--- src/hdl/pbd_pkg.sv ---
// constants for the peripheral block base decoder
// assumes a 24-bit internal address and 16-bit register words
`default_nettype none
package pbd_pkg;
    localparam int          ADDR_W          = 24;
    localparam int          DATA_W          = 16;
    localparam int          SPACE_W         = 3;
    localparam int          BLOCK_BITS      = 12;
    localparam int          TOP_BITS        = 4;
    // fixed register locations (byte addresses, word aligned)
    localparam logic [23:0] BASE_REG_ADDR   = 24'h0000F2;
    localparam logic [23:0] SCR_REG_ADDR    = 24'h0000F4;
    localparam logic [15:0] BASE_RESET      = 16'hBFFF;
    localparam logic [15:0] SCR_RESET       = 16'h0000;
    // base register fields
    localparam int          BASE_FIELD_MSB  = 11;
    localparam int          CFC_BIT         = 12;
    localparam int          SPACE_LSB       = 13;
    // control register fields
    localparam int          DCE_BIT         = 0;
    localparam int          DC_BIT          = 1;
    // address-space codes
    localparam logic [2:0]  SPACE_USER_DATA = 3'h1;
    localparam logic [2:0]  SPACE_SUP_DATA  = 3'h5;
    localparam logic [2:0]  SPACE_IACK      = 3'h7;
    localparam int          PB_IRQ_W        = 4;
    localparam int          LVL_IRQ_W       = 3;
endpackage
`default_nettype wire

--- src/hdl/pin_sync.sv ---
// two-flop synchroniser for a group of pin levels
// assumes each bit is an independent, slowly changing level
`default_nettype none
module pin_sync #(
    parameter int             W       = 1,
    parameter logic [W-1:0]   RST_VAL = '0
) (
    input  wire logic         clk_i,
    input  wire logic         rst_n_i,
    input  wire logic [W-1:0] d_i,
    output var  logic [W-1:0] q_o
);
    logic [W-1:0] meta;

    always_ff @(posedge clk_i or negedge rst_n_i) begin
        if (!rst_n_i) begin
            meta <= RST_VAL;
            q_o  <= RST_VAL;
        end else begin
            meta <= d_i;
            q_o  <= meta;
        end
    end
endmodule // pin_sync
`default_nettype wire

--- src/hdl/base_match.sv ---
// address match against the programmed peripheral block base
// assumes the address and space code are already resolved by the caller
`default_nettype none
module base_match
    import pbd_pkg::*;
(
    input  wire logic [pbd_pkg::ADDR_W-1:0]  addr_i,
    input  wire logic [pbd_pkg::SPACE_W-1:0] space_i,
    input  wire logic [pbd_pkg::DATA_W-1:0]  base_i,
    input  wire logic                        valid_i,
    output logic                             hit_o
);
    import pbd_pkg::*;

    logic addr_ok;
    logic space_ok;

    always_comb begin
        // only bits above the 4K block are compared
        addr_ok  = addr_i[ADDR_W-1:BLOCK_BITS] == base_i[BASE_FIELD_MSB:0];
        space_ok = !base_i[CFC_BIT] || (space_i == base_i[DATA_W-1:SPACE_LSB]);
        hit_o    = valid_i && addr_ok && space_ok;
    end
endmodule // base_match
`default_nettype wire

--- src/hdl/peripheral_base_decode.sv ---
// peripheral block base decoder with fixed base and control registers
// assumes a one-cycle request from the bus master on clk_i;
// pin-level straps and interrupts from outside pass through synchronisers
`default_nettype none

// Overview of operation
// - one 4K block holds all peripheral registers
// - base bits 11-0 match address above block
// - space code compared only when compare bit set
// - no block access until base is written
// - base reads BFFF after total reset
// - only reset plus halt resets the registers
// - base fixed at 0F2 in supervisor data
// - user data accesses to base get no answer
// - chip selects inhibited on fixed register accesses
// - 8-bit bus needs low base byte written
// - outside decode in block sets conflict, error if enabled and core not disabled
// - external master accesses use space code 5
// - external master top address bits forced zero
// - byte pins: write enables or data strobes
// - output enable pin or read/write direction
// - halted core: no external internal access
// - core disabled: only port B 8-11 interrupt
module peripheral_base_decode
    import pbd_pkg::*;
(
    input  wire logic                          clk_i,
    input  wire logic                          rst_n_i,
    input  wire logic                          reset_pin_n_i,
    input  wire logic                          halt_n_i,
    input  wire logic                          core_disable_i,
    input  wire logic                          bus_width_select_i,
    input  wire logic                          ext_decode_i,
    input  wire logic [pbd_pkg::PB_IRQ_W-1:0]  port_b_irq_i,
    input  wire logic [pbd_pkg::LVL_IRQ_W-1:0] level_irq_n_i,
    input  wire logic                          req_i,
    input  wire logic                          write_i,
    input  wire logic                          byte_hi_i,
    input  wire logic                          byte_lo_i,
    input  wire logic [pbd_pkg::ADDR_W-1:0]    addr_i,
    input  wire logic [pbd_pkg::SPACE_W-1:0]   space_code_i,
    input  wire logic [pbd_pkg::DATA_W-1:0]    wdata_i,
    output logic [pbd_pkg::DATA_W-1:0]         rdata_o,
    output logic                               ack_o,
    output logic                               bus_error_signal_o,
    output logic                               periph_select_o,
    output logic                               cs_inhibit_o,
    output logic [pbd_pkg::ADDR_W-1:0]         int_addr_o,
    output logic [pbd_pkg::SPACE_W-1:0]        int_space_code_o,
    output logic                               byte_hi_pin_n_o,
    output logic                               byte_lo_pin_n_o,
    output logic                               oe_rw_pin_o,
    output logic                               irq_req_o,
    output logic [pbd_pkg::DATA_W-1:0]         base_reg_o,
    output logic                               base_valid_o
);
    import pbd_pkg::*;

    typedef struct packed {
        logic [DATA_W-1:0]  base;
        logic               base_valid;
        logic               conflict_en;
        logic               conflict;
        logic [DATA_W-1:0]  rdata;
        logic               ack;
        logic               bus_error_signal;
        logic               periph_sel;
        logic               cs_inhibit;
        logic [ADDR_W-1:0]  int_addr;
        logic [SPACE_W-1:0] int_space;
        logic               hi_pin_n;
        logic               lo_pin_n;
        logic               oe_rw;
        logic               irq;
    } state_t;

    localparam state_t STATE_RESET = '{
        base:        BASE_RESET,
        base_valid:  1'b0,
        conflict_en: SCR_RESET[DCE_BIT],
        conflict:    SCR_RESET[DC_BIT],
        rdata:       '0,
        ack:         1'b0,
        bus_error_signal:        1'b0,
        periph_sel:  1'b0,
        cs_inhibit:  1'b0,
        int_addr:    '0,
        int_space:   '0,
        hi_pin_n:    1'b1,
        lo_pin_n:    1'b1,
        oe_rw:       1'b1,
        irq:         1'b0
    };

    state_t s;
    state_t next_s;

    // synchronised pin levels
    logic                 reset_pin_n_s;
    logic                 halt_n_s;
    logic                 core_dis_s;
    logic                 bus8_n_s;
    logic                 ext_decode_s;
    logic [PB_IRQ_W-1:0]  port_b_s;
    logic [LVL_IRQ_W-1:0] level_n_s;

    // pin groups as seen by the synchronisers
    localparam int        CTL_W  = 4;
    localparam int        MISC_W = PB_IRQ_W + LVL_IRQ_W + 1;
    logic [CTL_W-1:0]     ctl_d;
    logic [CTL_W-1:0]     ctl_q;
    logic [MISC_W-1:0]    misc_d;
    logic [MISC_W-1:0]    misc_q;
    logic [LVL_IRQ_W-2:0] level_hi_s;

    // reset and halt idle high so no false total reset follows power-on
    assign ctl_d  = {reset_pin_n_i, halt_n_i, bus_width_select_i, level_irq_n_i[0]};
    assign misc_d = {core_disable_i, ext_decode_i, port_b_irq_i, ~level_irq_n_i[LVL_IRQ_W-1:1]};

    pin_sync #(.W(CTL_W), .RST_VAL(4'hF)) u_sync_ctl (
        .clk_i   (clk_i),
        .rst_n_i (rst_n_i),
        .d_i     (ctl_d),
        .q_o     (ctl_q)
    );

    pin_sync #(.W(MISC_W)) u_sync_misc (
        .clk_i   (clk_i),
        .rst_n_i (rst_n_i),
        .d_i     (misc_d),
        .q_o     (misc_q)
    );

    assign reset_pin_n_s = ctl_q[3];
    assign halt_n_s      = ctl_q[2];
    assign bus8_n_s      = ctl_q[1];
    assign level_hi_s    = misc_q[LVL_IRQ_W-2:0];
    assign level_n_s     = {~level_hi_s, ctl_q[0]};
    assign core_dis_s    = misc_q[MISC_W-1];
    assign ext_decode_s  = misc_q[MISC_W-2];
    assign port_b_s      = misc_q[LVL_IRQ_W-1 +: PB_IRQ_W];

    // resolved address of the current access
    logic              ext_mode;
    logic              halted_ext;
    logic [ADDR_W-1:0] eff_addr;
    logic [SPACE_W-1:0] eff_space;
    logic              block_hit;

    always_comb begin
        // forcing applies under halt too, only the access itself is denied
        ext_mode   = core_dis_s || !halt_n_s;
        halted_ext = !halt_n_s && !core_dis_s;
        if (ext_mode) begin
            eff_addr  = {{TOP_BITS{1'b0}}, addr_i[ADDR_W-TOP_BITS-1:0]};
            eff_space = SPACE_SUP_DATA;
        end else begin
            eff_addr  = addr_i;
            eff_space = space_code_i;
        end
    end

    base_match u_match (
        .addr_i  (eff_addr),
        .space_i (eff_space),
        .base_i  (s.base),
        .valid_i (s.base_valid),
        .hit_o   (block_hit)
    );

    // same decode for both fixed registers
    function automatic logic at_word(input logic [ADDR_W-1:0] a, input logic [ADDR_W-1:0] w);
        at_word = a[ADDR_W-1:1] == w[ADDR_W-1:1];
    endfunction

    logic              total_reset;
    logic              bus8;
    logic              lane_hi;
    logic              lane_lo;
    logic              fixed_base;
    logic              fixed_scr;
    logic              reg_ok;
    logic [DATA_W-1:0] scr_word;
    logic [DATA_W-1:0] wr_word;

    always_comb begin
        // reset pin alone leaves the registers alone
        total_reset = !reset_pin_n_s && !halt_n_s;
        bus8        = !bus8_n_s;
        // 8-bit bus: even byte is the high byte, data on the low lane
        lane_hi     = bus8 ? !addr_i[0] : byte_hi_i;
        lane_lo     = bus8 ?  addr_i[0] : byte_lo_i;
        wr_word     = bus8 ? {wdata_i[7:0], wdata_i[7:0]} : wdata_i;
        fixed_base  = at_word(eff_addr, BASE_REG_ADDR);
        fixed_scr   = at_word(eff_addr, SCR_REG_ADDR);
        // user space is simply not answered
        reg_ok      = eff_space == SPACE_SUP_DATA && !halted_ext;
        scr_word    = '0;
        scr_word[DCE_BIT] = s.conflict_en;
        scr_word[DC_BIT]  = s.conflict;

        next_s            = s;
        next_s.ack        = 1'b0;
        next_s.bus_error_signal       = 1'b0;
        next_s.periph_sel = 1'b0;
        next_s.cs_inhibit = 1'b0;
        next_s.int_addr   = eff_addr;
        next_s.int_space  = eff_space;

        // pin roles follow the core mode
        // strobes need no write qualifier: the external master drives direction
        if (core_dis_s) begin
            next_s.hi_pin_n = !(req_i && lane_hi);
            next_s.lo_pin_n = !(req_i && lane_lo);
            next_s.oe_rw    = !(req_i && write_i);
        end else begin
            next_s.hi_pin_n = !(req_i && write_i && lane_hi);
            next_s.lo_pin_n = !(req_i && write_i && lane_lo);
            next_s.oe_rw    = !(req_i && !write_i);
        end

        // level lines serve as bus arbitration when the core is off
        if (core_dis_s) begin
            next_s.irq = |port_b_s;
        end else begin
            next_s.irq = |port_b_s || !(&level_n_s);
        end

        if (req_i) begin
            // chip selects stay off at the fixed locations
            next_s.cs_inhibit = fixed_base || fixed_scr;
            if (fixed_base && reg_ok) begin
                next_s.ack   = 1'b1;
                next_s.rdata = s.base;
                if (write_i) begin
                    if (lane_hi) begin
                        next_s.base[DATA_W-1:8] = wr_word[DATA_W-1:8];
                    end
                    if (lane_lo) begin
                        next_s.base[7:0] = wr_word[7:0];
                    end
                    // 8-bit bus waits for the low byte
                    if (lane_lo || !bus8) begin
                        next_s.base_valid = 1'b1;
                    end
                end
            end else if (fixed_scr && reg_ok) begin
                next_s.ack   = 1'b1;
                next_s.rdata = scr_word;
                if (write_i && lane_lo) begin
                    next_s.conflict_en = wr_word[DCE_BIT];
                    if (wr_word[DC_BIT]) begin
                        next_s.conflict = 1'b0;
                    end
                end
            end else if (block_hit && !halted_ext) begin
                next_s.periph_sel = 1'b1;
                // a total reset in the same cycle wins over this set
                if (ext_decode_s) begin
                    next_s.conflict = 1'b1;
                    next_s.bus_error_signal     = s.conflict_en && !ext_mode;
                end
            end
        end

        if (total_reset) begin
            // total reset also restores the control register
            next_s.base        = BASE_RESET;
            next_s.base_valid  = 1'b0;
            next_s.conflict_en = SCR_RESET[DCE_BIT];
            next_s.conflict    = SCR_RESET[DC_BIT];
        end
    end

    // one register for all state keeps reset and update together
    always_ff @(posedge clk_i or negedge rst_n_i) begin
        if (!rst_n_i) begin
            s <= STATE_RESET;
        end else begin
            s <= next_s;
        end
    end

    assign rdata_o            = s.rdata;
    assign ack_o              = s.ack;
    assign bus_error_signal_o = s.bus_error_signal;
    assign periph_select_o    = s.periph_sel;
    assign cs_inhibit_o       = s.cs_inhibit;
    assign int_addr_o         = s.int_addr;
    assign int_space_code_o   = s.int_space;
    assign byte_hi_pin_n_o    = s.hi_pin_n;
    assign byte_lo_pin_n_o    = s.lo_pin_n;
    assign oe_rw_pin_o        = s.oe_rw;
    assign irq_req_o          = s.irq;
    assign base_reg_o         = s.base;
    assign base_valid_o       = s.base_valid;
endmodule // peripheral_base_decode
`default_nettype wire

--- config.mk ---
export PLATFORM = sky130hd
export DESIGN_NAME = peripheral_base_decode
export DESIGN_NICKNAME = d
export VERILOG_FILES = /design/src/hdl/pbd_pkg.sv /design/src/hdl/pin_sync.sv /design/src/hdl/base_match.sv /design/src/hdl/peripheral_base_decode.sv
export SDC_FILE = /design/constraint.sdc
export NUM_CORES = 1
export LEC_CHECK = 0
export BUFFER_PORTS_ARGS = -buffer_cell sky130_fd_sc_hd__clkbuf_2
export CAP_MARGIN = 20
export CORE_ASPECT_RATIO = 0.5
export CORE_UTILIZATION = 50
export CTS_CLUSTER_SIZE = 14
export DETAILED_ROUTE_END_ITERATION = 16
export MAX_ROUTING_LAYER = met4
export PLACE_DENSITY = 0.9
export SLEW_MARGIN = 20
export SYNTH_ARGS = -nofsm -noshare
export SYNTH_HDL_FRONTEND = slang
export SYNTH_SLANG_ARGS = --single-unit
--- constraint.sdc ---
create_clock -name clk_i -period 2.8 [get_ports clk_i]
set_clock_uncertainty 0.2 [all_clocks]
set_input_delay 0.56 -clock clk_i [delete_from_list [all_inputs] [get_ports clk_i]]
set_output_delay 0.56 -clock clk_i [all_outputs]
set_load 0.02 [all_outputs]
### Word-level counts from Yosys, hierarchy flattened

Cells that the tools add are included.

* output and inout bits: 68
* input port bits: 61
* word-level logic and storage cells: 112
* register bits after elaboration: 94

* reduce and logical (&&, ||, !) cells: 55
* bitwise logic cells: 2
* multiplexer cells: 27
* equality and inequality tests: 8

Operator list (count)
* $mux 17: 4
* $eq 23x7->1 const B: 2
* $mux 39: 1
* $mux 24: 1
* $mux 19: 1
* $reduce_bool 2->1: 9
* $logic_and 1x1->1: 16
* $mux 16: 1
* $mux 8: 2
* $reduce_and 4->1: 4
* $logic_not 1->1: 15
* $eq 12x12->1: 1
* $mux 1: 10
* $mux 2: 5
* $mux 3: 2
* $reduce_and 6->1: 1
* $reduce_bool 3->1: 2
* $logic_or 1x1->1: 5
* $not 2->2: 2
* $reduce_or 4->1: 1
* $eq 3x3->1: 1
* $eq 3x3->1 const B: 1
* $ne 3x2->1 const B: 1
* $ne 3x3->1 const B: 1
* other kinds (3): 3

### Logic depth before layout (Yosys ltp)

Gate-level depths: netlist of run 1.

* word-level depth: 12
* depth in mapped cells: 7

### Hierarchy

Synthesis of run 1 repeated with hierarchy kept, for this count alone.

* cells, all modules: 350
* area, all modules: 4210.3 sq um

Modules (own cells, without submodules)
* peripheral_base_decode: area each 3425.8 sq um, times used 1, cells an instance 305
* pin_sync at u_sync_misc: area each 400.4 sq um, times used 1, cells an instance 16
* pin_sync at u_sync_ctl: area each 210.2 sq um, times used 1, cells an instance 8
* base_match: area each 173.9 sq um, times used 1, cells an instance 21

### Worst setup path after synthesis of run 1

Ideal clock, no wire load.

* path type: input -> register
* start: input addr_i[20] (netlist bit)
* end: register s (netlist bit base_reg_o[14])
* data arrival time: 2466 ps
* path buffers: 0
* required time: 2480 ps
* cell stages on the path: 5
* path slack: 14 ps
* cells stage by stage: or4_1 a2111o_1 nor4_4 mux2i_1 nor2_1

* word-level cells in the longest chain between the ends: 5

Ends and longest elaborated chain
* start: declaration: line peripheral_base_decode.sv:40 `input wire logic [pbd_pkg::ADDR_W-1:0] addr_i,`
* $mux 24: line peripheral_base_decode.sv:154 `if (ext_mode) begin`
* $eq 23x7->1: line peripheral_base_decode.sv:173 `at_word = a[ADDR_W-1:1] == w[ADDR_W-1:1];`
* $logic_and 1x1->1: line peripheral_base_decode.sv:232 `if (fixed_base && reg_ok) begin`
* $reduce_bool 2->1 (no source line)
* $reduce_and 4->1 (no source line)
* end signal: assignment: line peripheral_base_decode.sv:280 `s <= next_s;`
* end: declaration: line peripheral_base_decode.sv:95 `state_t s;`

Every way passes these cells.
A chain may end at the register's enable or synchronous reset.

### Worst setup path in the final report of run 1

* start: input addr_i[17] (netlist bit)
* end: register s (netlist bit rdata_o[1])

* word-level cells in the longest chain between the ends: 5
* elaborated cells between the ends (all ways): 8

Ends and longest elaborated chain (line)
* $mux 24 *: peripheral_base_decode.sv:154
* $eq 23x7->1: peripheral_base_decode.sv:173
* $logic_and 1x1->1 (on tied branches): peripheral_base_decode.sv:232, peripheral_base_decode.sv:247
* $reduce_bool 2->1 (no source line)
* $reduce_and 2->1 (no source line)

Mark *: on every way between the ends. The rest lies on a longest branch, timed or not.

==> impl_metrics.env, run 1 <==
export IMPL_ir_worst_vdd_mv=0.3669
export IMPL_async_reset_ff_frac=1.000
export IMPL_h_tree_depth=3
export IMPL_hpwl_um=7154
export IMPL_transition_time_at_the_pin_with_the_least_slew_margin_ns=0.7961
export IMPL_synth_avg_cell_area_um2=11.83
export IMPL_proportion_of_synthesized_chip_area_in_sequential_cells=0.5793
export IMPL_placeable_core_area_mm2=0.007652
export IMPL_synth_top_cell_area_share=0.4134
export IMPL_final_layout_size_suffix_gt1_frac=0.4697
export IMPL_grt_antenna_before_repair=0
export IMPL_num_antenna_cells=0
export IMPL_drt_wirelength_per_cell_um=17.36
export IMPL_timing_critical_path_required_ns=2.86
export IMPL_synth_top_cells_by_count="sky130_fd_sc_hd__dfrtp_1 (68), sky130_fd_sc_hd__buf_4 (59), sky130_fd_sc_hd__dfstp_2 (26)"
export IMPL_fin_nets=501
export IMPL_cts_root_buffer_cell="sky130_fd_sc_hd__clkbuf_16"
export IMPL_synth_most_common_cell="sky130_fd_sc_hd__dfrtp_1"
export IMPL_synth_cell_area_mm2=0.004116
export IMPL_cp_data_arrival_time_ns=2.69
export IMPL_final_min_clock_period_ns=2.639
export IMPL_synth_nets=409
export IMPL_maxCapViolations=0
export IMPL_global_placer_s_final_weighted_congestion=0.9089
export IMPL_yosys_area_top_type="sky130_fd_sc_hd__dfrtp_1"
export IMPL_worstSetupPathType="in2reg"
export IMPL_synth_warning_count=0
export IMPL_num_cts_buffers=9
export IMPL_detail_route_iter0_violations=286
export IMPL_power_density_cell_area_mw_per_mm2=615.9
export IMPL_clk_insertion_delay_late_ns=0.34
export IMPL_power_sequential_fraction=0.465
export IMPL_drt_wl_total_um=9598
export IMPL_grt_pass1_vias=2914
export IMPL_grt_util_all_layers=0.2513
export IMPL_comb_power_share=0.074
export IMPL_die_wd_um=130.3
export IMPL_timing_hold_worst_class="in2reg"
export IMPL_rsz0062_at_grt="false"
export IMPL_fmax_ghz=0.3789
export IMPL_synth_area_top_cells="sky130_fd_sc_hd__dfrtp_1 (41%), sky130_fd_sc_hd__dfstp_2 (17%), sky130_fd_sc_hd__buf_4 (11%)"
export IMPL_number_of_synthesized_register_bits=94
export IMPL_hold_violations=0
export IMPL_number_of_remaining_drc_errors=0
export IMPL_detail_route_antenna_nets=0
export IMPL_dieArea_mm2=0.008622
export IMPL_grt_first_pass_wirelength_um=15050
export IMPL_crit_path_start_kind="input pin"
export IMPL_power_switching_mw=0.6787
export IMPL_globalRouteOverflowTotal=0
export IMPL_routed_via_count=2947
export IMPL_dieHeight_um=66.16
export IMPL_std_cell_rows=22
export IMPL_synth_cell_types=46
export IMPL_number_of_enable_type_register_cells_in_the_synthesized_netlist=0
export IMPL_cts_tree="yes"
export IMPL_clock_power_share=0.462
export IMPL_tritoncts_num_sinks=94
export IMPL_final_max_slew_violation_count=0
export IMPL_switching_share=0.2216
export IMPL_numPortBuffers=128
export IMPL_cts_reportedPaths_clkPinSlew_ns=0.07
export IMPL_grt_max_degree=42
export IMPL_flow_area_growth_from_synthesis_pct=20.79
export IMPL_postLayoutCoreUtil=0.6498
export IMPL_status="complete, no violations"
export IMPL_io_pins=129
export IMPL_static_leakage_power_nw=2.313
export IMPL_period_share=0.9425
export IMPL_detail_route_vias_per_cell=5.329
export IMPL_cell_internal_pwr_mw=2.384
export IMPL_report_power_total_mw=3.063
export IMPL_synthFlopType="sky130_fd_sc_hd__dfrtp_1"
export IMPL_finalSetupViolCount=0
export IMPL_syn_inst=348
export IMPL_timing_critical_path_fanout_max=8
export IMPL_ctsLongestPathBuffers=2
export IMPL_timing_slew_headroom=0.4637
export IMPL_setup_worst_path_end_class="register"
export IMPL_floorplan_initialDensity=0.5379
export IMPL_first_pass_detailed_route_iteration_total=4
-- per-stage QoR --
step	instances	hold WS, ns	setup slack, ns	instance area (um^2)	TNS (ns)
after floorplan	348	0.06441	0.01358	4116	0
after global placement	536	0.1323	-0.1575	4606	-2.645
after detailed placement	536	0.1387	-0.2052	4606	-3.327
after CTS	553	0.07765	0.06677	4969	0
after global routing	553	0.07292	0.09606	4972	0
final	553	0.09412	0.1611	4972	0
-- power by group through the flow --
stage | logic, mW | clock network, mW | registers (mW)
2_1_floorplan | 0.117 | 0 | 1.44
3_3_place_gp | 0.220 | 0 | 1.44
3_5_place_dp | 0.224 | 0 | 1.45
4_1_cts | 0.227 | 1.45 | 1.42
5_1_grt | 0.250 | 1.50 | 1.43
6_report | 0.226 | 1.41 | 1.42
-- state kept, by name, summed over array words and instances, names as in the netlist --
register and flops:
ack_o 1, u_sync_ctl.q_o 4, cs_inhibit_o 1, int_addr_o 24, rdata_o 16, base_valid_o 1
irq_req_o 1, byte_lo_pin_n_o 1, u_sync_ctl.meta 4, oe_rw_pin_o 1, periph_select_o 1, base_reg_o 16
u_sync_misc.meta 8, bus_error_signal_o 1, s 2, byte_hi_pin_n_o 1, int_space_code_o 3, u_sync_misc.q_o 8
-- routing by layer --
layer  vias to the layer above  global-route usage  part of all wire
li1                       1340                   -                 -
met1                      1443              0.2996              0.40
met2                       150              0.3976              0.48
met3                        14             0.09061              0.11
met4                         0             0.08721             0.011
met5                         -                   -                 0
-- kinds of logic after synthesis --
kind of cell,synth area share
buffers and inverters,0.1204
AOI/OAI and AO/OA,0.08845
DFF,0.5793
and+or+nand+nor,0.1422
xor gates and xnor gates,0.02553
muxes,0.04407
-- cell usage in the layout, fill, tap and decap left out, types with 2 or more instances in the layout --
master	synthesis	final
sky130_fd_sc_hd__a2111oi_0	2	2
sky130_fd_sc_hd__a21oi_1	4	4
sky130_fd_sc_hd__a22o_1	14	14
sky130_fd_sc_hd__and2_1	8	8
sky130_fd_sc_hd__and3_1	2	2
sky130_fd_sc_hd__and4_1	3	3
sky130_fd_sc_hd__buf_12	0	2
sky130_fd_sc_hd__buf_4	59	21
sky130_fd_sc_hd__bufinv_16	0	3
sky130_fd_sc_hd__clkbuf_16	0	9
sky130_fd_sc_hd__clkbuf_2	0	127
sky130_fd_sc_hd__dfrtp_1	68	68
sky130_fd_sc_hd__dfstp_2	26	26
sky130_fd_sc_hd__inv_1	2	2
sky130_fd_sc_hd__inv_6	0	3
sky130_fd_sc_hd__mux2_2	9	9
sky130_fd_sc_hd__mux2i_1	8	8
sky130_fd_sc_hd__nand2_1	23	23
sky130_fd_sc_hd__nand2b_1	6	6
sky130_fd_sc_hd__nand3_1	17	17
sky130_fd_sc_hd__nand4_1	3	3
sky130_fd_sc_hd__nand4b_1	2	2
sky130_fd_sc_hd__nor2_1	12	12
sky130_fd_sc_hd__nor2b_1	4	4
sky130_fd_sc_hd__nor3_1	3	3
sky130_fd_sc_hd__nor4_1	3	3
sky130_fd_sc_hd__nor4_4	1	2
sky130_fd_sc_hd__o211ai_1	4	4
sky130_fd_sc_hd__o21a_1	4	4
sky130_fd_sc_hd__o21ai_0	17	17
sky130_fd_sc_hd__or2_2	2	2
sky130_fd_sc_hd__or3_1	2	2
sky130_fd_sc_hd__or4_1	4	3
sky130_fd_sc_hd__xnor2_1	2	2
sky130_fd_sc_hd__xor2_1	10	10
-- final cells by class --
class | instances | area [um^2]
Fill cell | 586 | 2680
Sequential cell | 94 | 2385
Multi-Input combinational cell | 182 | 1249
Timing Repair Buffer | 151 | 843.3
Clock buffer | 9 | 225.2
Tap cell | 108 | 135.1
Clock inverter | 7 | 127.6
Inverter | 2 | 7.507
-- path summary, 6_finish.rpt --
path	startpoint	to	slack, ns	cells after the start
max	addr_i[17]	rdata_o[1]	0.16	7
min	bus_width_select_i	u_sync_ctl.meta[1]	0.09	1
max reg2reg	u_sync_ctl.q_o[2]	bus_error_signal_o	0.21	5
min reg2reg	u_sync_misc.meta[6]	u_sync_misc.q_o[6]	0.15	0
max in group asynchronous	rst_n_i	rdata_o[5]	1.17	3
min in group asynchronous	rst_n_i	base_valid_o	0.54	2
-- critical path, stage by stage --
cell	delay, ns
sky130_fd_sc_hd__clkbuf_2	0.09
sky130_fd_sc_hd__or4_1	0.59
sky130_fd_sc_hd__a2111o_1	0.44
sky130_fd_sc_hd__buf_4	0.17
sky130_fd_sc_hd__or3_1	0.50
sky130_fd_sc_hd__o21a_1	0.24
sky130_fd_sc_hd__o211ai_1	0.09
-- timing repair --
action | CTS | global route
hold buffers | 1 | 0
buffers inserted | 0 | 0
hold endpoints to repair | 26 | 0
gates resized for setup | 0 | 1
endpoints found under the setup margin | 0 | 1
No activity file was read; power rests on OpenSTA's default activity.
==> run 2: changes to the inputs <==
--- a/config.mk
+++ b/config.mk
@@ -8,11 +8,12 @@
 export BUFFER_PORTS_ARGS = -buffer_cell sky130_fd_sc_hd__clkbuf_2
 export CAP_MARGIN = 20
 export CORE_ASPECT_RATIO = 0.5
-export CORE_UTILIZATION = 50
+export CORE_UTILIZATION = 53
+export CTS_BUF_LIST = sky130_fd_sc_hd__clkbuf_4
 export CTS_CLUSTER_SIZE = 14
 export DETAILED_ROUTE_END_ITERATION = 16
 export MAX_ROUTING_LAYER = met4
-export PLACE_DENSITY = 0.9
+export PLACE_DENSITY = 0.94
 export SLEW_MARGIN = 20
 export SYNTH_ARGS = -nofsm -noshare
 export SYNTH_HDL_FRONTEND = slang
==> run 2 against run 1 <==
Compared with the run above:
- sequential power about the same
- power down 21%
- critical endpoint is now base_reg_o[0]
- non-clock buffer count up 20
==> impl_metrics.env, run 2 (synthesis results as in run 1) <==
export IMPL_grt_antenna_before_repair=0
export IMPL_grt_util_all_layers=0.2531
export IMPL_numPortBuffers=128
export IMPL_post_cts_repair_setup_buffers=0
export IMPL_worstSetupPathType="in2reg"
export IMPL_placedInstanceArea_mm2=0.004601
export IMPL_fin_nets=521
export IMPL_period_share=0.9282
export IMPL_timing_slew_headroom=0.4961
export IMPL_routed_via_count=3049
export IMPL_finalSetupViolCount=0
export IMPL_path_cells="dlygate4sd3_1 -> clkbuf_2 -> nand4b_1 -> or3_1 -> or4_1 -> o21ai_0 -> nand3_1"
export IMPL_grt_pass1_vias=2789
export IMPL_final_layout_size_suffix_gt1_frac=0.4430
export IMPL_number_of_remaining_drc_errors=0
export IMPL_timing_critical_path_fanout_max=9
export IMPL_die_wd_um=126.6
export IMPL_transition_time_at_the_pin_with_the_least_slew_margin_ns=0.7480
export IMPL_tritoncts_num_sinks=94
export IMPL_ctsLongestPathBuffers=2
export IMPL_clock_power_share=0.309
export IMPL_std_cell_rows=22
export IMPL_io_pins=129
export IMPL_globalRouteOverflowTotal=0
export IMPL_detail_route_antenna_nets=0
export IMPL_h_tree_depth=3
export IMPL_grt_max_degree=51
export IMPL_cell_internal_pwr_mw=1.806
export IMPL_drt_wl_total_um=9393
export IMPL_num_cts_buffers=9
export IMPL_post_cts_resize_count=0
export IMPL_worst_hold_check_slack_ns=0.05423
export IMPL_number_of_cells_in_the_design_after_placement=522
export IMPL_static_leakage_power_nw=2.314
export IMPL_setup_worst_path_end_class="register"
export IMPL_hold_violations=0
export IMPL_report_power_total_mw=2.420
export IMPL_ir_worst_vdd_mv=0.3228
export IMPL_timing_critical_path_required_ns=2.99
export IMPL_cp_data_arrival_time_ns=2.79
export IMPL_rsz0062_at_grt="false"
export IMPL_placeable_core_area_mm2=0.007432
export IMPL_status="complete, no violations"
export IMPL_crit_path_start_kind="input pin"
export IMPL_comb_power_share=0.103
export IMPL_hpwl_um=6933
export IMPL_dieHeight_um=64.32
export IMPL_final_cells=561
export IMPL_timing_hold_worst_class="in2reg"
export IMPL_detail_route_vias_per_cell=5.435
export IMPL_most_common_layout_cells="sky130_fd_sc_hd__clkbuf_2 (127), sky130_fd_sc_hd__dfrtp_1 (68), sky130_fd_sc_hd__dfstp_2 (26)"
export IMPL_grt_first_pass_wirelength_um=14530
export IMPL_family_of_cells_with_the_greatest_summed_delay_on_the_critical_path="simple AND/OR/NAND/NOR gates"
export IMPL_slowest_stage="sky130_fd_sc_hd__or4_1"
export IMPL_power_sequential_fraction=0.587
export IMPL_cts_reportedPaths_clkPinSlew_ns=0.15
export IMPL_final_min_clock_period_ns=2.599
export IMPL_critical_path_max_stage_delay_ns=0.69
export IMPL_first_pass_detailed_route_iteration_total=5
export IMPL_final_max_slew_violation_count=0
export IMPL_cts_root_buffer_cell="sky130_fd_sc_hd__clkbuf_4"
export IMPL_global_placer_s_final_weighted_congestion=0.8597
export IMPL_num_antenna_cells=0
export IMPL_drt_wirelength_per_cell_um=16.74
export IMPL_worstPathBufferInverterCount=2
export IMPL_cts_tree="yes"
export IMPL_switching_share=0.2535
export IMPL_fmax_ghz=0.3848
export IMPL_largest_register_ffs=24
export IMPL_power_switching_mw=0.6136
export IMPL_power_density_cell_area_mw_per_mm2=486.3
export IMPL_layout_commonest_cell="sky130_fd_sc_hd__clkbuf_2"
export IMPL_maxCapViolations=0
export IMPL_postLayoutSetupSlackWorst_ns=0.2011
export IMPL_place_ws_ns=-0.1861
export IMPL_clk_insertion_delay_late_ns=0.46
export IMPL_detail_route_iter0_violations=321
export IMPL_floorplan_initialDensity=0.5539
export IMPL_final_cell_area_excluding_filler_cells_mm2=0.004976
export IMPL_flow_area_growth_from_synthesis_pct=20.88
export IMPL_dieArea_mm2=0.008145
run 2: changes by cell type in the layout (fill, tap and decap cells not counted), moves of 2 or more:
cell,change
sky130_fd_sc_hd__bufinv_16,-2
sky130_fd_sc_hd__clkbuf_16,-9
sky130_fd_sc_hd__buf_4,-4
sky130_fd_sc_hd__buf_12,+2
sky130_fd_sc_hd__clkinv_4,+2
sky130_fd_sc_hd__dlygate4sd3_1,+22
sky130_fd_sc_hd__clkbuf_4,+10
run 2: path summary, 6_finish.rpt:
| kind | startpoint | to | slack, ns | cells past startpoint |
|---|---|---|---|---|
| hold / removal | addr_i[2] | int_addr_o[2] | 0.05 | 1 |
| min in group asynchronous | rst_n_i | base_reg_o[14] | 0.43 | 2 |
| hold reg to reg | u_sync_ctl.meta[2] | u_sync_ctl.q_o[2] | 0.15 | 0 |
| max in group asynchronous | rst_n_i | base_reg_o[4] | 1.26 | 3 |
| setup / recovery | addr_i[4] | base_reg_o[0] | 0.20 | 7 |
| setup reg to reg | u_sync_ctl.q_o[2] | bus_error_signal_o | 0.23 | 5 |
run 2: power groups by stage:
| stage | Clock, mW | Combinational, mW | Sequential [mW] |
|---|---|---|---|
| 2_1_floorplan | 0 | 0.117 | 1.44 |
| 3_3_place_gp | 0 | 0.219 | 1.44 |
| 3_5_place_dp | 0 | 0.225 | 1.45 |
| 4_1_cts | 0.765 | 0.245 | 1.42 |
| 5_1_grt | 0.831 | 0.273 | 1.43 |
| 6_report | 0.748 | 0.250 | 1.42 |
run 2: repair_timing:
action,4_1_cts,5_1_grt
hold buffers,19,4
endpoints found under the setup margin,0,0
endpoints found under the hold margin,49,4
run 2: area by class of cell:
type	count	area [um^2]
clock buffers	10	75.07
flip-flops and latches	94	2385
well taps	96	120.1
repair buffers	171	1074
fillers	576	2456
multi-input cells	182	1245
clock inverters	6	70.07
inverters	2	7.507
run 2: worst reg2reg max path, cell delays in order, from the launching register on:
cell and delay [ns]:
sky130_fd_sc_hd__dfstp_2 0.63, sky130_fd_sc_hd__or4bb_1 0.51, sky130_fd_sc_hd__o32a_1 0.17, sky130_fd_sc_hd__a32o_1 0.22, sky130_fd_sc_hd__a2111oi_0 0.54, sky130_fd_sc_hd__and4_1 0.26
run 2: layer usage:
layer | track usage | vias up | wire length [um]
met2 | 0.3854 | 136 | 4504
met1 | 0.3164 | 1506 | 3975
li1 | - | 1386 | -
met4 | 0.08434 | 0 | 170
met3 | 0.09045 | 21 | 742
met5 | - | - | 0
run 2: per-stage QoR:
| stage | util | setup TNS [ns] |
|---|---|---|
| floorplan | - | 0 |
| global placement | 0.6190 | -2.528 |
| detailed placement | 0.6190 | -3.575 |
| CTS | 0.6641 | 0 |
| global route | 0.6695 | 0 |
| finish | 0.6695 | 0 |
